**config.mk**
```make
export PLATFORM = sky130hd
export DESIGN_NAME = link_fec_descriptor_parser
export DESIGN_NICKNAME = d
export VERILOG_FILES = /design/src/logic/fec_desc_pkg.sv /design/src/logic/entry_if.sv /design/src/logic/entry_decode.sv /design/src/logic/sync_fifo.sv /design/src/logic/link_fec_descriptor_parser.sv
export SDC_FILE = /design/constraint.sdc
export NUM_CORES = 1
export LEC_CHECK = 0
export ABC_AREA = 0
export BUFFER_PORTS_ARGS = -buffer_cell sky130_fd_sc_hd__buf_2
export CAP_MARGIN = 40
export CORE_ASPECT_RATIO = 0.6
export CORE_MARGIN = 2
export CORE_UTILIZATION = 60
export CTS_CLUSTER_DIAMETER = 50
export CTS_CLUSTER_SIZE = 10
export DETAILED_ROUTE_END_ITERATION = 8
export GPL_ROUTABILITY_DRIVEN = 0
export GPL_TIMING_DRIVEN = 0
export HOLD_SLACK_MARGIN = 0.1
export PLACE_DENSITY_LB_ADDON = 0.25
export SLEW_MARGIN = 20
export SYNTH_ARGS = -nofsm -noshare
export SYNTH_HDL_FRONTEND = slang
export SYNTH_HIERARCHICAL = 1
export SYNTH_SLANG_ARGS = --single-unit
```
**constraint.sdc**
```tcl
create_clock -name hclk -period 8.7 [get_ports hclk]
set_clock_uncertainty 0.2 [all_clocks]
set_input_delay 1.74 -clock hclk [delete_from_list [all_inputs] [get_ports hclk]]
set_output_delay 1.74 -clock hclk [all_outputs]
set_load 0.02 [all_outputs]
```
**src/logic/fec_desc_pkg.sv**
```systemverilog
// Constants, register map and entry layouts for the link FEC descriptor parser.
// Assumes a single hclk domain; shared by the parser, its decoder and the entry interface.
package fec_desc_pkg;

  localparam logic [7:0] DESC_TAG      = 8'hB6;
  localparam logic [2:0] LAST_BYTE_IDX = 3'h7;
  localparam int         FIFO_DEPTH    = 8;
  localparam int         LEVEL_W       = 4;
  localparam int         WORD_W        = 32;

  localparam logic [1:0] ALGO_NONE = 2'h0;
  localparam logic [1:0] ALGO_RS   = 2'h1;
  localparam logic [1:0] ALGO_FC   = 2'h2;

  localparam int ROW_W  = 12;
  localparam int GRAN_W = 6;
  localparam int MS_W   = 14;

  // Register byte offsets on the AHB-Lite slave
  localparam logic [7:0] REG_CTRL   = 8'h00;
  localparam logic [7:0] REG_STATUS = 8'h04;
  localparam logic [7:0] REG_DCOUNT = 8'h08;
  localparam logic [7:0] REG_ENTRYA = 8'h0C;
  localparam logic [7:0] REG_ENTRYB = 8'h10;
  localparam logic [7:0] REG_POP    = 8'h14;

  localparam int         CTRL_EN_BIT    = 0;
  localparam logic       CTRL_EN_RESET  = 1'b1;
  localparam int         ST_MALFORMED   = 0;
  localparam int         ST_FULL        = 1;
  localparam int         ST_BUSY        = 2;
  localparam int         ST_LEVEL_LO    = 8;
  localparam logic [2:0] HSIZE_WORD     = 3'h2;

  typedef enum logic [2:0] {
    S_TAG,
    S_OTHER_LEN,
    S_LEN,
    S_COUNT,
    S_ENTRY,
    S_PUSH,
    S_SKIP
  } parse_state_t;

  // One 64-bit entry as it arrives, first byte in the top bits
  typedef struct packed {
    logic        path_dir_bit;
    logic        wrap_kind_bit;
    logic [13:0] id_bits;
    logic [1:0]  fec_algo_field;
    logic [1:0]  rsv_bits;
    logic [2:0]  row_count_code;
    logic [2:0]  spread_limit_code;
    logic [5:0]  qos_label_field;
    logic [31:0] tail_ones;
  } raw_entry_t;

  typedef struct packed {
    logic              path_dir_bit;
    logic              wrap_kind_bit;
    logic [13:0]       gse_process_tag;
    logic [1:0]        fec_algo_field;
    logic [2:0]        row_count_code;
    logic [2:0]        spread_limit_code;
    logic [5:0]        qos_label_field;
    logic              tail_ok;
    logic [ROW_W-1:0]  frame_rows;
    logic [GRAN_W-1:0] addr_gran;
    logic [MS_W-1:0]   spread_ms;
  } decoded_entry_t;

  localparam int DEC_W = $bits(decoded_entry_t);

endpackage

```
**src/logic/entry_if.sv**
```systemverilog
// Carrier between the parser and its entry decoder: raw bits out, fields back.
// Purely combinational; no clock travels in it.
`timescale 1ns/1ps
interface entry_if;
  fec_desc_pkg::raw_entry_t     raw;
  fec_desc_pkg::decoded_entry_t dec;

  modport decoder (input raw, output dec);
  modport user    (output raw, input dec);
endinterface

```
**src/logic/entry_decode.sv**
```systemverilog
// Combinational decoder of one 64-bit descriptor entry into its fields.
// Assumes the raw entry is stable while the parser pushes it.
`timescale 1ns/1ps
module entry_decode (
  entry_if.decoder ent
);

  function automatic logic [fec_desc_pkg::ROW_W-1:0] rows_of(input logic [1:0] algo, input logic [2:0] code);
    rows_of = '0;
    if (algo == fec_desc_pkg::ALGO_RS || algo == fec_desc_pkg::ALGO_FC) begin
      case (code)
        3'h0:    rows_of = 12'h100;
        3'h1:    rows_of = 12'h200;
        3'h2:    rows_of = 12'h300;
        3'h3:    rows_of = 12'h400;
        default: rows_of = '0;
      endcase
    end
    if (algo == fec_desc_pkg::ALGO_FC) begin
      case (code)
        3'h4:    rows_of = 12'h040;
        3'h5:    rows_of = 12'h800;
        3'h6:    rows_of = 12'hFF0;
        default: rows_of = rows_of;
      endcase
    end
  endfunction

  function automatic logic [fec_desc_pkg::GRAN_W-1:0] gran_of(input logic [1:0] algo, input logic [2:0] code);
    gran_of = '0;
    if (algo == fec_desc_pkg::ALGO_RS && code <= 3'h3) begin
      gran_of = 6'h01;
    end else if (algo == fec_desc_pkg::ALGO_FC) begin
      case (code)
        3'h0:    gran_of = 6'h02;
        3'h1:    gran_of = 6'h04;
        3'h2:    gran_of = 6'h06;
        3'h3:    gran_of = 6'h08;
        3'h4:    gran_of = 6'h01;
        3'h5:    gran_of = 6'h10;
        3'h6:    gran_of = 6'h20;
        default: gran_of = '0;
      endcase
    end
  endfunction

  // Unspecified and reserved codes both read back as zero milliseconds
  function automatic logic [fec_desc_pkg::MS_W-1:0] ms_of(input logic [2:0] code);
    case (code)
      3'h0:    ms_of = 14'h000A;
      3'h1:    ms_of = 14'h0028;
      3'h2:    ms_of = 14'h00A0;
      3'h3:    ms_of = 14'h0280;
      3'h4:    ms_of = 14'h0A00;
      3'h5:    ms_of = 14'h2800;
      default: ms_of = '0;
    endcase
  endfunction

  always_comb begin
    ent.dec.path_dir_bit      = ent.raw.path_dir_bit;
    ent.dec.wrap_kind_bit     = ent.raw.wrap_kind_bit;
    // Leading reserved bit dropped for the 13-bit stream_pid_field layout
    ent.dec.gse_process_tag   = ent.raw.wrap_kind_bit ? ent.raw.id_bits : {1'b0, ent.raw.id_bits[12:0]};
    ent.dec.fec_algo_field    = ent.raw.fec_algo_field;
    ent.dec.row_count_code    = ent.raw.row_count_code;
    ent.dec.spread_limit_code = ent.raw.spread_limit_code;
    ent.dec.qos_label_field   = ent.raw.qos_label_field;
    ent.dec.tail_ok           = &ent.raw.tail_ones;
    ent.dec.frame_rows        = rows_of(ent.raw.fec_algo_field, ent.raw.row_count_code);
    ent.dec.addr_gran         = gran_of(ent.raw.fec_algo_field, ent.raw.row_count_code);
    ent.dec.spread_ms         = ms_of(ent.raw.spread_limit_code);
  end

endmodule

```
**src/logic/sync_fifo.sv**
```systemverilog
// Single-clock FIFO with valid/ready on both sides and a fill level.
// Pushes into a full FIFO and pops from an empty one are refused by ready/valid.
`timescale 1ns/1ps
module sync_fifo #(
  parameter int WIDTH = 63,
  parameter int DEPTH = 8
) (
  input  wire logic                       hclk,
  input  wire logic                       hresetn,
  input  wire logic                       clk_en,
  input  wire logic                       in_valid,
  output logic                            in_ready,
  input  wire logic [WIDTH-1:0]           in_data,
  output logic                            out_valid,
  input  wire logic                       out_ready,
  output logic [WIDTH-1:0]                out_data,
  output logic [$clog2(DEPTH):0]          level
);

  localparam int AW = $clog2(DEPTH);

  logic [WIDTH-1:0] mem [DEPTH];
  logic [AW-1:0]    wr_ptr_ff;
  logic [AW-1:0]    rd_ptr_ff;
  logic [AW:0]      count_ff;
  logic             do_push;
  logic             do_pop;

  function automatic logic [AW-1:0] bump(input logic [AW-1:0] p);
    bump = (p == AW'(DEPTH - 1)) ? '0 : p + 1'b1;
  endfunction

  assign in_ready  = count_ff != (AW+1)'(DEPTH);
  assign out_valid = count_ff != '0;
  assign out_data  = mem[rd_ptr_ff];
  assign level     = count_ff;
  assign do_push   = clk_en && in_valid && in_ready;
  assign do_pop    = clk_en && out_valid && out_ready;

  always_ff @(posedge hclk) begin
    if (do_push) begin
      mem[wr_ptr_ff] <= in_data;
    end
  end

  always_ff @(posedge hclk or negedge hresetn) begin
    if (!hresetn) begin
      wr_ptr_ff <= '0;
      rd_ptr_ff <= '0;
      count_ff  <= '0;
    end else begin
      if (do_push) begin
        wr_ptr_ff <= bump(wr_ptr_ff);
      end
      if (do_pop) begin
        rd_ptr_ff <= bump(rd_ptr_ff);
      end
      if (do_push && !do_pop) begin
        count_ff <= count_ff + 1'b1;
      end else if (do_pop && !do_push) begin
        count_ff <= count_ff - 1'b1;
      end
    end
  end

endmodule

```
**src/logic/link_fec_descriptor_parser.sv**
```systemverilog
// Parser for link FEC descriptors arriving as a byte stream, with AHB-Lite registers.
// Bytes come from a section filter on hclk; descriptors follow each other back to back.
`timescale 1ns/1ps

// Overview of operation
// - The length byte counts the following bytes and bounds body parsing.
// - The count byte after the length gives exactly how many entries to decode.
// - First entry bit: 0 forward link, 1 return link.
// - Wrap bit 0: reserved bit then 13-bit stream id; 1: 14-bit process tag.
// - The 14-bit process tag identifies one FEC process for its frames.
// - Two-bit algorithm: none, Reed-Solomon, fountain code, reserved.
// - Reed-Solomon row codes 0 to 3 give 256 to 1024 rows; rest reserved.
// - Fountain row codes add 64, 2048 and 4080 rows; code 7 reserved.
// - Granularity is 1 for Reed-Solomon; fountain codes map to 2,4,6,8,1,16,32.
// - Two reserved bits before the row code, and all reserved bits, are ignored.
// - Spread code maps to 10 up to 10240 ms; 6 unspecified, 7 reserved.
// - The six-bit QoS label is captured as is, never interpreted.
module link_fec_descriptor_parser (
  input  wire logic                   hclk,
  input  wire logic                   hresetn,
  input  wire logic                   clk_en,
  input  wire logic                   hsel,
  input  wire logic [31:0]            haddr,
  input  wire logic [1:0]             htrans,
  input  wire logic                   hwrite,
  input  wire logic [2:0]             hsize,
  input  wire logic [31:0]            hwdata,
  input  wire logic                   hready,
  output logic [31:0]                 hrdata,
  output logic                        hreadyout,
  output logic                        hresp,
  input  wire logic                   byte_valid,
  input  wire logic [7:0]             byte_data,
  output logic                        byte_ready,
  output logic                        entry_valid,
  output fec_desc_pkg::decoded_entry_t entry_word,
  output logic                        malformed
);

  fec_desc_pkg::parse_state_t   state_ff;
  logic [7:0]                   body_len_ff;
  logic [7:0]                   remain_ff;
  logic [7:0]                   entries_left_ff;
  logic [2:0]                   byte_idx_ff;
  logic [63:0]                  shift_ff;
  logic                         entry_valid_ff;
  fec_desc_pkg::decoded_entry_t entry_word_ff;
  logic                         malformed_ff;
  logic                         enable_ff;
  logic [15:0]                  desc_count_ff;
  logic                         wr_pend_ff;
  logic [7:0]                   wr_addr_ff;
  logic [31:0]                  hrdata_ff;
  logic [31:0]                  rd_mux;
  logic                         accept;
  logic                         push;
  logic                         addr_phase;
  logic                         pop;
  logic                         clear_malformed;
  logic                         set_malformed;
  logic                         fifo_in_ready;
  logic                         fifo_out_valid;
  logic [fec_desc_pkg::DEC_W-1:0] fifo_out_data;
  logic [fec_desc_pkg::LEVEL_W-1:0] fifo_level;
  logic [2*fec_desc_pkg::WORD_W-1:0] head_words;

  entry_if ent ();

  entry_decode u_decode (
    .ent (ent)
  );

  // Eight bytes per counted entry plus the count byte itself must fit in the body
  function automatic logic body_fits(input logic [7:0] cnt, input logic [7:0] len);
    body_fits = ({cnt, 3'h0} + 11'h001) <= {3'h0, len};
  endfunction

  assign ent.raw = fec_desc_pkg::raw_entry_t'(shift_ff);

  // Stall the stream while an entry waits for FIFO room
  assign byte_ready = clk_en && enable_ff && (state_ff != fec_desc_pkg::S_PUSH);
  assign accept     = byte_valid && byte_ready;
  assign push       = clk_en && (state_ff == fec_desc_pkg::S_PUSH) && fifo_in_ready;

  assign entry_valid = entry_valid_ff;
  assign entry_word  = entry_word_ff;
  assign malformed   = malformed_ff;

  always_ff @(posedge hclk or negedge hresetn) begin
    if (!hresetn) begin
      state_ff        <= fec_desc_pkg::S_TAG;
      body_len_ff     <= '0;
      remain_ff       <= '0;
      entries_left_ff <= '0;
      byte_idx_ff     <= '0;
    end else if (clk_en) begin
      case (state_ff)
        fec_desc_pkg::S_TAG: begin
          if (accept) begin
            state_ff <= (byte_data == fec_desc_pkg::DESC_TAG) ? fec_desc_pkg::S_LEN : fec_desc_pkg::S_OTHER_LEN;
          end
        end
        fec_desc_pkg::S_OTHER_LEN: begin
          if (accept) begin
            remain_ff <= byte_data;
            state_ff  <= (byte_data == '0) ? fec_desc_pkg::S_TAG : fec_desc_pkg::S_SKIP;
          end
        end
        fec_desc_pkg::S_LEN: begin
          if (accept) begin
            body_len_ff <= byte_data;
            remain_ff   <= byte_data;
            state_ff    <= (byte_data == '0) ? fec_desc_pkg::S_TAG : fec_desc_pkg::S_COUNT;
          end
        end
        fec_desc_pkg::S_COUNT: begin
          if (accept) begin
            remain_ff       <= remain_ff - 1'b1;
            entries_left_ff <= byte_data;
            byte_idx_ff     <= '0;
            if (!body_fits(byte_data, body_len_ff) || byte_data == '0) begin
              state_ff <= (remain_ff == 8'h01) ? fec_desc_pkg::S_TAG : fec_desc_pkg::S_SKIP;
            end else begin
              state_ff <= fec_desc_pkg::S_ENTRY;
            end
          end
        end
        fec_desc_pkg::S_ENTRY: begin
          if (accept) begin
            remain_ff   <= remain_ff - 1'b1;
            byte_idx_ff <= byte_idx_ff + 1'b1;
            if (byte_idx_ff == fec_desc_pkg::LAST_BYTE_IDX) begin
              state_ff <= fec_desc_pkg::S_PUSH;
            end
          end
        end
        fec_desc_pkg::S_PUSH: begin
          if (fifo_in_ready) begin
            entries_left_ff <= entries_left_ff - 1'b1;
            byte_idx_ff     <= '0;
            if (entries_left_ff != 8'h01) begin
              state_ff <= fec_desc_pkg::S_ENTRY;
            end else begin
              // Trailing extension bytes are consumed, not decoded
              state_ff <= (remain_ff == '0) ? fec_desc_pkg::S_TAG : fec_desc_pkg::S_SKIP;
            end
          end
        end
        fec_desc_pkg::S_SKIP: begin
          if (accept) begin
            remain_ff <= remain_ff - 1'b1;
            if (remain_ff == 8'h01) begin
              state_ff <= fec_desc_pkg::S_TAG;
            end
          end
        end
        default: state_ff <= fec_desc_pkg::S_TAG;
      endcase
    end
  end

  // Bytes enter at the bottom, so the first byte ends up in the top bits
  always_ff @(posedge hclk or negedge hresetn) begin
    if (!hresetn) begin
      shift_ff <= '0;
    end else if (clk_en && accept && state_ff == fec_desc_pkg::S_ENTRY) begin
      shift_ff <= {shift_ff[55:0], byte_data};
    end
  end

  always_ff @(posedge hclk or negedge hresetn) begin
    if (!hresetn) begin
      entry_valid_ff <= 1'b0;
      entry_word_ff  <= '0;
    end else if (clk_en) begin
      entry_valid_ff <= push;
      if (push) begin
        entry_word_ff <= ent.dec;
      end
    end
  end

  assign set_malformed = accept &&
                         ((state_ff == fec_desc_pkg::S_LEN && byte_data == '0) ||
                          (state_ff == fec_desc_pkg::S_COUNT && !body_fits(byte_data, body_len_ff)));

  // Sticky; a new fault in the clearing cycle wins
  always_ff @(posedge hclk or negedge hresetn) begin
    if (!hresetn) begin
      malformed_ff <= 1'b0;
    end else if (clk_en) begin
      if (set_malformed) begin
        malformed_ff <= 1'b1;
      end else if (clear_malformed) begin
        malformed_ff <= 1'b0;
      end
    end
  end

  always_ff @(posedge hclk or negedge hresetn) begin
    if (!hresetn) begin
      desc_count_ff <= '0;
    end else if (clk_en && accept && state_ff == fec_desc_pkg::S_TAG && byte_data == fec_desc_pkg::DESC_TAG) begin
      desc_count_ff <= desc_count_ff + 1'b1;
    end
  end

  sync_fifo #(
    .WIDTH (fec_desc_pkg::DEC_W),
    .DEPTH (fec_desc_pkg::FIFO_DEPTH)
  ) u_fifo (
    .hclk      (hclk),
    .hresetn   (hresetn),
    .clk_en    (clk_en),
    .in_valid  (state_ff == fec_desc_pkg::S_PUSH),
    .in_ready  (fifo_in_ready),
    .in_data   (ent.dec),
    .out_valid (fifo_out_valid),
    .out_ready (pop),
    .out_data  (fifo_out_data),
    .level     (fifo_level)
  );

  // AHB-Lite slave: zero wait states unless clk_en is low
  assign hreadyout       = clk_en;
  assign hresp           = 1'b0;
  assign hrdata          = hrdata_ff;
  assign addr_phase      = hsel && htrans[1] && hready;
  assign pop             = clk_en && wr_pend_ff && wr_addr_ff == fec_desc_pkg::REG_POP;
  assign clear_malformed = wr_pend_ff && wr_addr_ff == fec_desc_pkg::REG_STATUS && hwdata[fec_desc_pkg::ST_MALFORMED];
  // Head valid closes the first word so the second holds rows, granularity and spread whole
  assign head_words      = {fifo_out_data[fec_desc_pkg::DEC_W-1:fec_desc_pkg::WORD_W], fifo_out_valid,
                            fifo_out_data[fec_desc_pkg::WORD_W-1:0]};

  always_comb begin
    rd_mux = '0;
    case (haddr[7:0])
      fec_desc_pkg::REG_CTRL:   rd_mux[fec_desc_pkg::CTRL_EN_BIT] = enable_ff;
      fec_desc_pkg::REG_STATUS: begin
        rd_mux[fec_desc_pkg::ST_MALFORMED] = malformed_ff;
        rd_mux[fec_desc_pkg::ST_FULL]      = !fifo_in_ready;
        rd_mux[fec_desc_pkg::ST_BUSY]      = state_ff != fec_desc_pkg::S_TAG;
        rd_mux[fec_desc_pkg::ST_LEVEL_LO +: fec_desc_pkg::LEVEL_W] = fifo_level;
      end
      fec_desc_pkg::REG_DCOUNT: rd_mux[15:0] = desc_count_ff;
      fec_desc_pkg::REG_ENTRYA: rd_mux = head_words[2*fec_desc_pkg::WORD_W-1 -: fec_desc_pkg::WORD_W];
      fec_desc_pkg::REG_ENTRYB: rd_mux = head_words[fec_desc_pkg::WORD_W-1:0];
      default:                  rd_mux = '0;
    endcase
    if (haddr[31:8] != '0) begin
      rd_mux = '0;
    end
  end

  always_ff @(posedge hclk or negedge hresetn) begin
    if (!hresetn) begin
      wr_pend_ff <= 1'b0;
      wr_addr_ff <= '0;
      hrdata_ff  <= '0;
    end else if (clk_en) begin
      wr_pend_ff <= addr_phase && hwrite && hsize == fec_desc_pkg::HSIZE_WORD && haddr[31:8] == '0;
      wr_addr_ff <= haddr[7:0];
      if (addr_phase && !hwrite) begin
        hrdata_ff <= rd_mux;
      end
    end
  end

  always_ff @(posedge hclk or negedge hresetn) begin
    if (!hresetn) begin
      enable_ff <= fec_desc_pkg::CTRL_EN_RESET;
    end else if (clk_en && wr_pend_ff && wr_addr_ff == fec_desc_pkg::REG_CTRL) begin
      enable_ff <= hwdata[fec_desc_pkg::CTRL_EN_BIT];
    end
  end
endmodule

```
==> flow_metrics.py <==
metrics = {
    "place": {
        "detailedPlacementHpwl_microns": 49760,
        "buffer_ports.inserted": 149,
        "dp_worst_setup_slack_ns": 3.772,
        "placement.cell_area_sq_mm": 0.03224,
        "placed_cells": 2550,
    },
    "setup_path": {
        "criticalPathCategory": "primary input to output port",
        "cp-start-kind": "primary input",
        "crit_path_max_incr_delay_ns": 0.48,
        "regToRegEndpoint": "u_fifo/mem[1][7]$_DFFE_PP_",
        "r2r_cells": 9,
        "critical_path.slowest_cell": "sky130_fd_sc_hd__clkbuf_1",
        "end_kind": "output port",
        "rrSetupSlack_ns": 4.97,
        "critical_path.cell_chain": "buf_2, buf_2, clkbuf_1, and3_1, buf_2",
        "combined_buffer_and_inverter_count_along_the_critical_path": 4,
        "cp.arrival_ns": 3.00,
        "worstReg2RegStart": "state_ff[1]$_DFFE_PN0P_",
        "cell_repeated_most_along_the_worst_path": "sky130_fd_sc_hd__buf_2",
        "cp_max_fo": 10,
        "crit_path_max_delay_family": "buffers and inverters",
        "worst_ep_required_time_ns": 6.76,
    },
    "clocking": {
        "clk_transition_reported_paths_ns": 0.05,
        "cts_hold_buf": 0,
        "cts_tree": "built",
        "cts_setup_buffers": 0,
        "cts_inserted_buffers": 83,
        "clkSinkCount": 731,
        "root_cell_of_the_clock_tree": "sky130_fd_sc_hd__clkbuf_16",
        "clock_tree.buffer_depth": 3,
        "cts_max_level": 3,
        "clock_latency_ns": 0.62,
        "cts_resized": 0,
    },
    "timing": {
        "layout_worst_path_cycle_share_pct": 56.74,
        "worst_setup_slack_final_ns": 3.764,
        "period_needed_ns": 4.936,
        "final_hold_viols": 0,
        "timing.setup.tns_ns": 0,
        "setup_viol_count_final": 0,
        "grt_setup_unrepaired": "no",
        "fin_hold_ws_ns": 0.2799,
        "worst-slew-pin-transition_ns": 0.8918,
        "fmax_ghz": 0.2026,
        "slew-limit-headroom_pct": 40.00,
        "report.final.slew_viol_count": 0,
    },
    "power": {
        "worst_ir_drop_vdd_mv": 0.1847,
        "leakagePower_nw": 13.84,
        "p_total_mw": 6.962,
        "p_per_area_mw_per_mm2": 200.5,
    },
    "synthesis": {
        "yosys.area_share.simple_pct": 4.633,
        "synth_mux_area_share_pct": 17.71,
        "post_synth_inst_count": 1682,
        "yosys.area_share.xor_xnor_pct": 0.5859,
        "synth-compound-area-share_pct": 3.449,
        "synth_async_sr_flop_share_pct": 31.05,
        "most_used_dff_post_synth": "sky130_fd_sc_hd__edfxtp_1",
        "post_synth_edffs": 504,
        "netlist_area_sq_mm": 0.02989,
        "syn-mean-instance-area_sq_um": 17.77,
        "adder_cell_area_share_of_the_yosys_netlist_pct": 0.9459,
        "yosys_warnings": 6,
        "largest_family_of_logic_cells_by_synthesized_area": "multiplexers",
        "synth.yosys.seq_area_share_pct": 69.63,
        "synth_register_bits": 731,
        "netlist-cell-type-count": 76,
    },
    "route": {
        "route.final.wire_length_microns": 72840,
        "drt_pre_antenna_iters": 8,
        "postRouteAntennaNets": 0,
        "post_drt_wl_per_cell_microns": 26.94,
        "remaining_drc_errors": 0,
        "drtIter0Drc": 2150,
        "num_vias": 17194,
        "detail_route.vias_per_cell": 6.359,
    },
    "min_path": {
        "hp-start": "wr_pend_ff$_DFFE_PN0P_",
        "hp-class": "register to register",
        "hold-path-cell-count": 1,
        "capture_endpoint_of_the_worst_hold_path": "wr_pend_ff$_DFFE_PN0P_",
    },
    "floorplan": {
        "overall_die_height_microns": 176.9,
        "core-area_sq_mm": 0.04927,
        "num_io_pins": 184,
        "std_cell_rows": 63,
        "full_die_area_sq_mm": 0.05168,
        "initial_core_util_pct": 60.68,
        "die_w_microns": 292.2,
    },
    "global_route": {
        "grt-ovfl-total": 0,
        "grt_pass1_vias": 17226,
        "first_pass_grt_wire_length_microns": 109700,
        "antenna_found_initial": 2,
        "grt_busiest_layer": "met1",
        "globalRouteTotalUtil_pct": 29.05,
        "grt_util_met3_pct": 6.316,
        "met1_usage_pct": 44.62,
        "grt_start_max_net_pins": 86,
        "groute.layer.met2.usage_pct": 43.11,
    },
    "cells_and_area": {
        "utilization_pct": 70.46,
        "multi_input_comb_area_sq_mm": 0.008277,
        "flow.area_growth_from_synthesis_pct": 16.12,
        "fraction_of_layout_cells_with_a_size_suffix_above_1_pct": 37.05,
        "final_net_count": 2094,
        "finish.cell_count_without_fillers": 2704,
        "antenna-diode-count": 0,
        "stdcell_area_sq_mm": 0.03471,
        "sequential_cell_area_sq_mm": 0.02082,
        "fillCellCount": 3024,
    },
    "run": {
        "drv_cap": 0,
    },
    "outcome": {
        "outcome": "finished clean",
    },
}
-- how the worst max path moves through the flow --
stage,from,slack [ns],cells past startpoint,endpoint
after floorplan,clk_en,1.67,2,u_fifo/mem[2][0]$_DFFE_PP_
after global placement,clk_en,-2.86,3,u_fifo/mem[2][10]$_DFFE_PP_
after detailed placement,clk_en,3.77,5,byte_ready
after CTS,clk_en,3.77,5,byte_ready
after global routing,clk_en,3.66,5,byte_ready
final,clk_en,3.76,5,byte_ready
-- Yosys cell counts, drive strengths merged, types with 16 or more instances --
cell type  number  area share, %
edfxtp        504             51
dfrtp         226             19
mux2          211            7.9
mux4          126            9.5
buf            99            2.4
o21ai          72            1.2
nand2          69           0.87
nor2           50           0.64
a22oi          29           0.73
inv            26           0.33
nor3           26           0.56
clkbuf         23           0.29
ha             21           0.88
a21oi          19           0.32
nand4          18           0.40
nand3          16           0.30
-- layout by cell type (no fill, tap or decap), types with 11 or more instances in the layout --
master / count
sky130_fd_sc_hd__edfxtp_1: 504
sky130_fd_sc_hd__dfrtp_1: 226
sky130_fd_sc_hd__mux2_2: 211
sky130_fd_sc_hd__buf_2: 170
sky130_fd_sc_hd__mux4_2: 126
sky130_fd_sc_hd__clkbuf_16: 86
sky130_fd_sc_hd__buf_4: 85
sky130_fd_sc_hd__clkbuf_1: 81
sky130_fd_sc_hd__nand2_1: 69
sky130_fd_sc_hd__o21ai_0: 50
sky130_fd_sc_hd__nor2_1: 46
sky130_fd_sc_hd__buf_6: 32
sky130_fd_sc_hd__a22oi_1: 29
sky130_fd_sc_hd__inv_1: 25
sky130_fd_sc_hd__o21ai_1: 22
sky130_fd_sc_hd__ha_1: 21
sky130_fd_sc_hd__a21oi_1: 19
sky130_fd_sc_hd__nand4_1: 17
sky130_fd_sc_hd__nor3_1: 16
sky130_fd_sc_hd__nand3_1: 14
sky130_fd_sc_hd__conb_1: 12
sky130_fd_sc_hd__and3_1: 11
sky130_fd_sc_hd__nor4_1: 11
sky130_fd_sc_hd__xnor2_1: 11
-- registers in the layout (all words and copies together) (netlist names), 3 cells and up --
register,count
ent.raw,64
entry_word,63
state_ff,3
hrdata,32
byte_idx_ff,3
entries_left_ff,8
u_fifo/rd_ptr_ff,3
u_fifo/level,4
wr_addr_ff,8
body_len_ff,8
u_fifo/mem,504
u_fifo/wr_ptr_ff,3
remain_ff,8
desc_count_ff,16
-- power breakdown --
group	switching [mW]	internal [mW]
clock network	1.31	1.84
logic	0.0646	0.0320
registers	0.00473	3.70
total	1.38	5.58
-- logic make-up (layout without fill, tap and decap cells) --
family,after synthesis,in the layout
DFF,731,731
muxes,345,345
and+or+nand+nor,253,253
AOI/OAI and AO/OA,161,161
buffers and inverters,148,510
adders and majority gates,22,22
xor gates and xnor gates,20,20
other,2,12
-- worst reg2reg max path, delay by kind of cell (launching register included) --
family / cells / cell delay [ns]
and+or+nand+nor: 3 / 1.45
buffers and inverters: 6 / 1.36
DFF: 1 / 0.44
-- area by class of cell --
class,instances,share of cell area [%]
plain buffers,122,2.321
flip-flops and latches,731,59.96
clock buffers,145,6.837
clock inverters,6,0.1946
well taps,650,2.343
inverters,26,0.2811
repair buffers,211,4.217
multi-input cells,813,23.84
-- per-layer routing --
layer,vias up,routed length [microns]
met5,-,0
met4,0,1499
met3,127,7538
met1,8890,30550
met2,983,33250
li1,7194,-
Note: power is estimated with default switching activity, not from simulation.
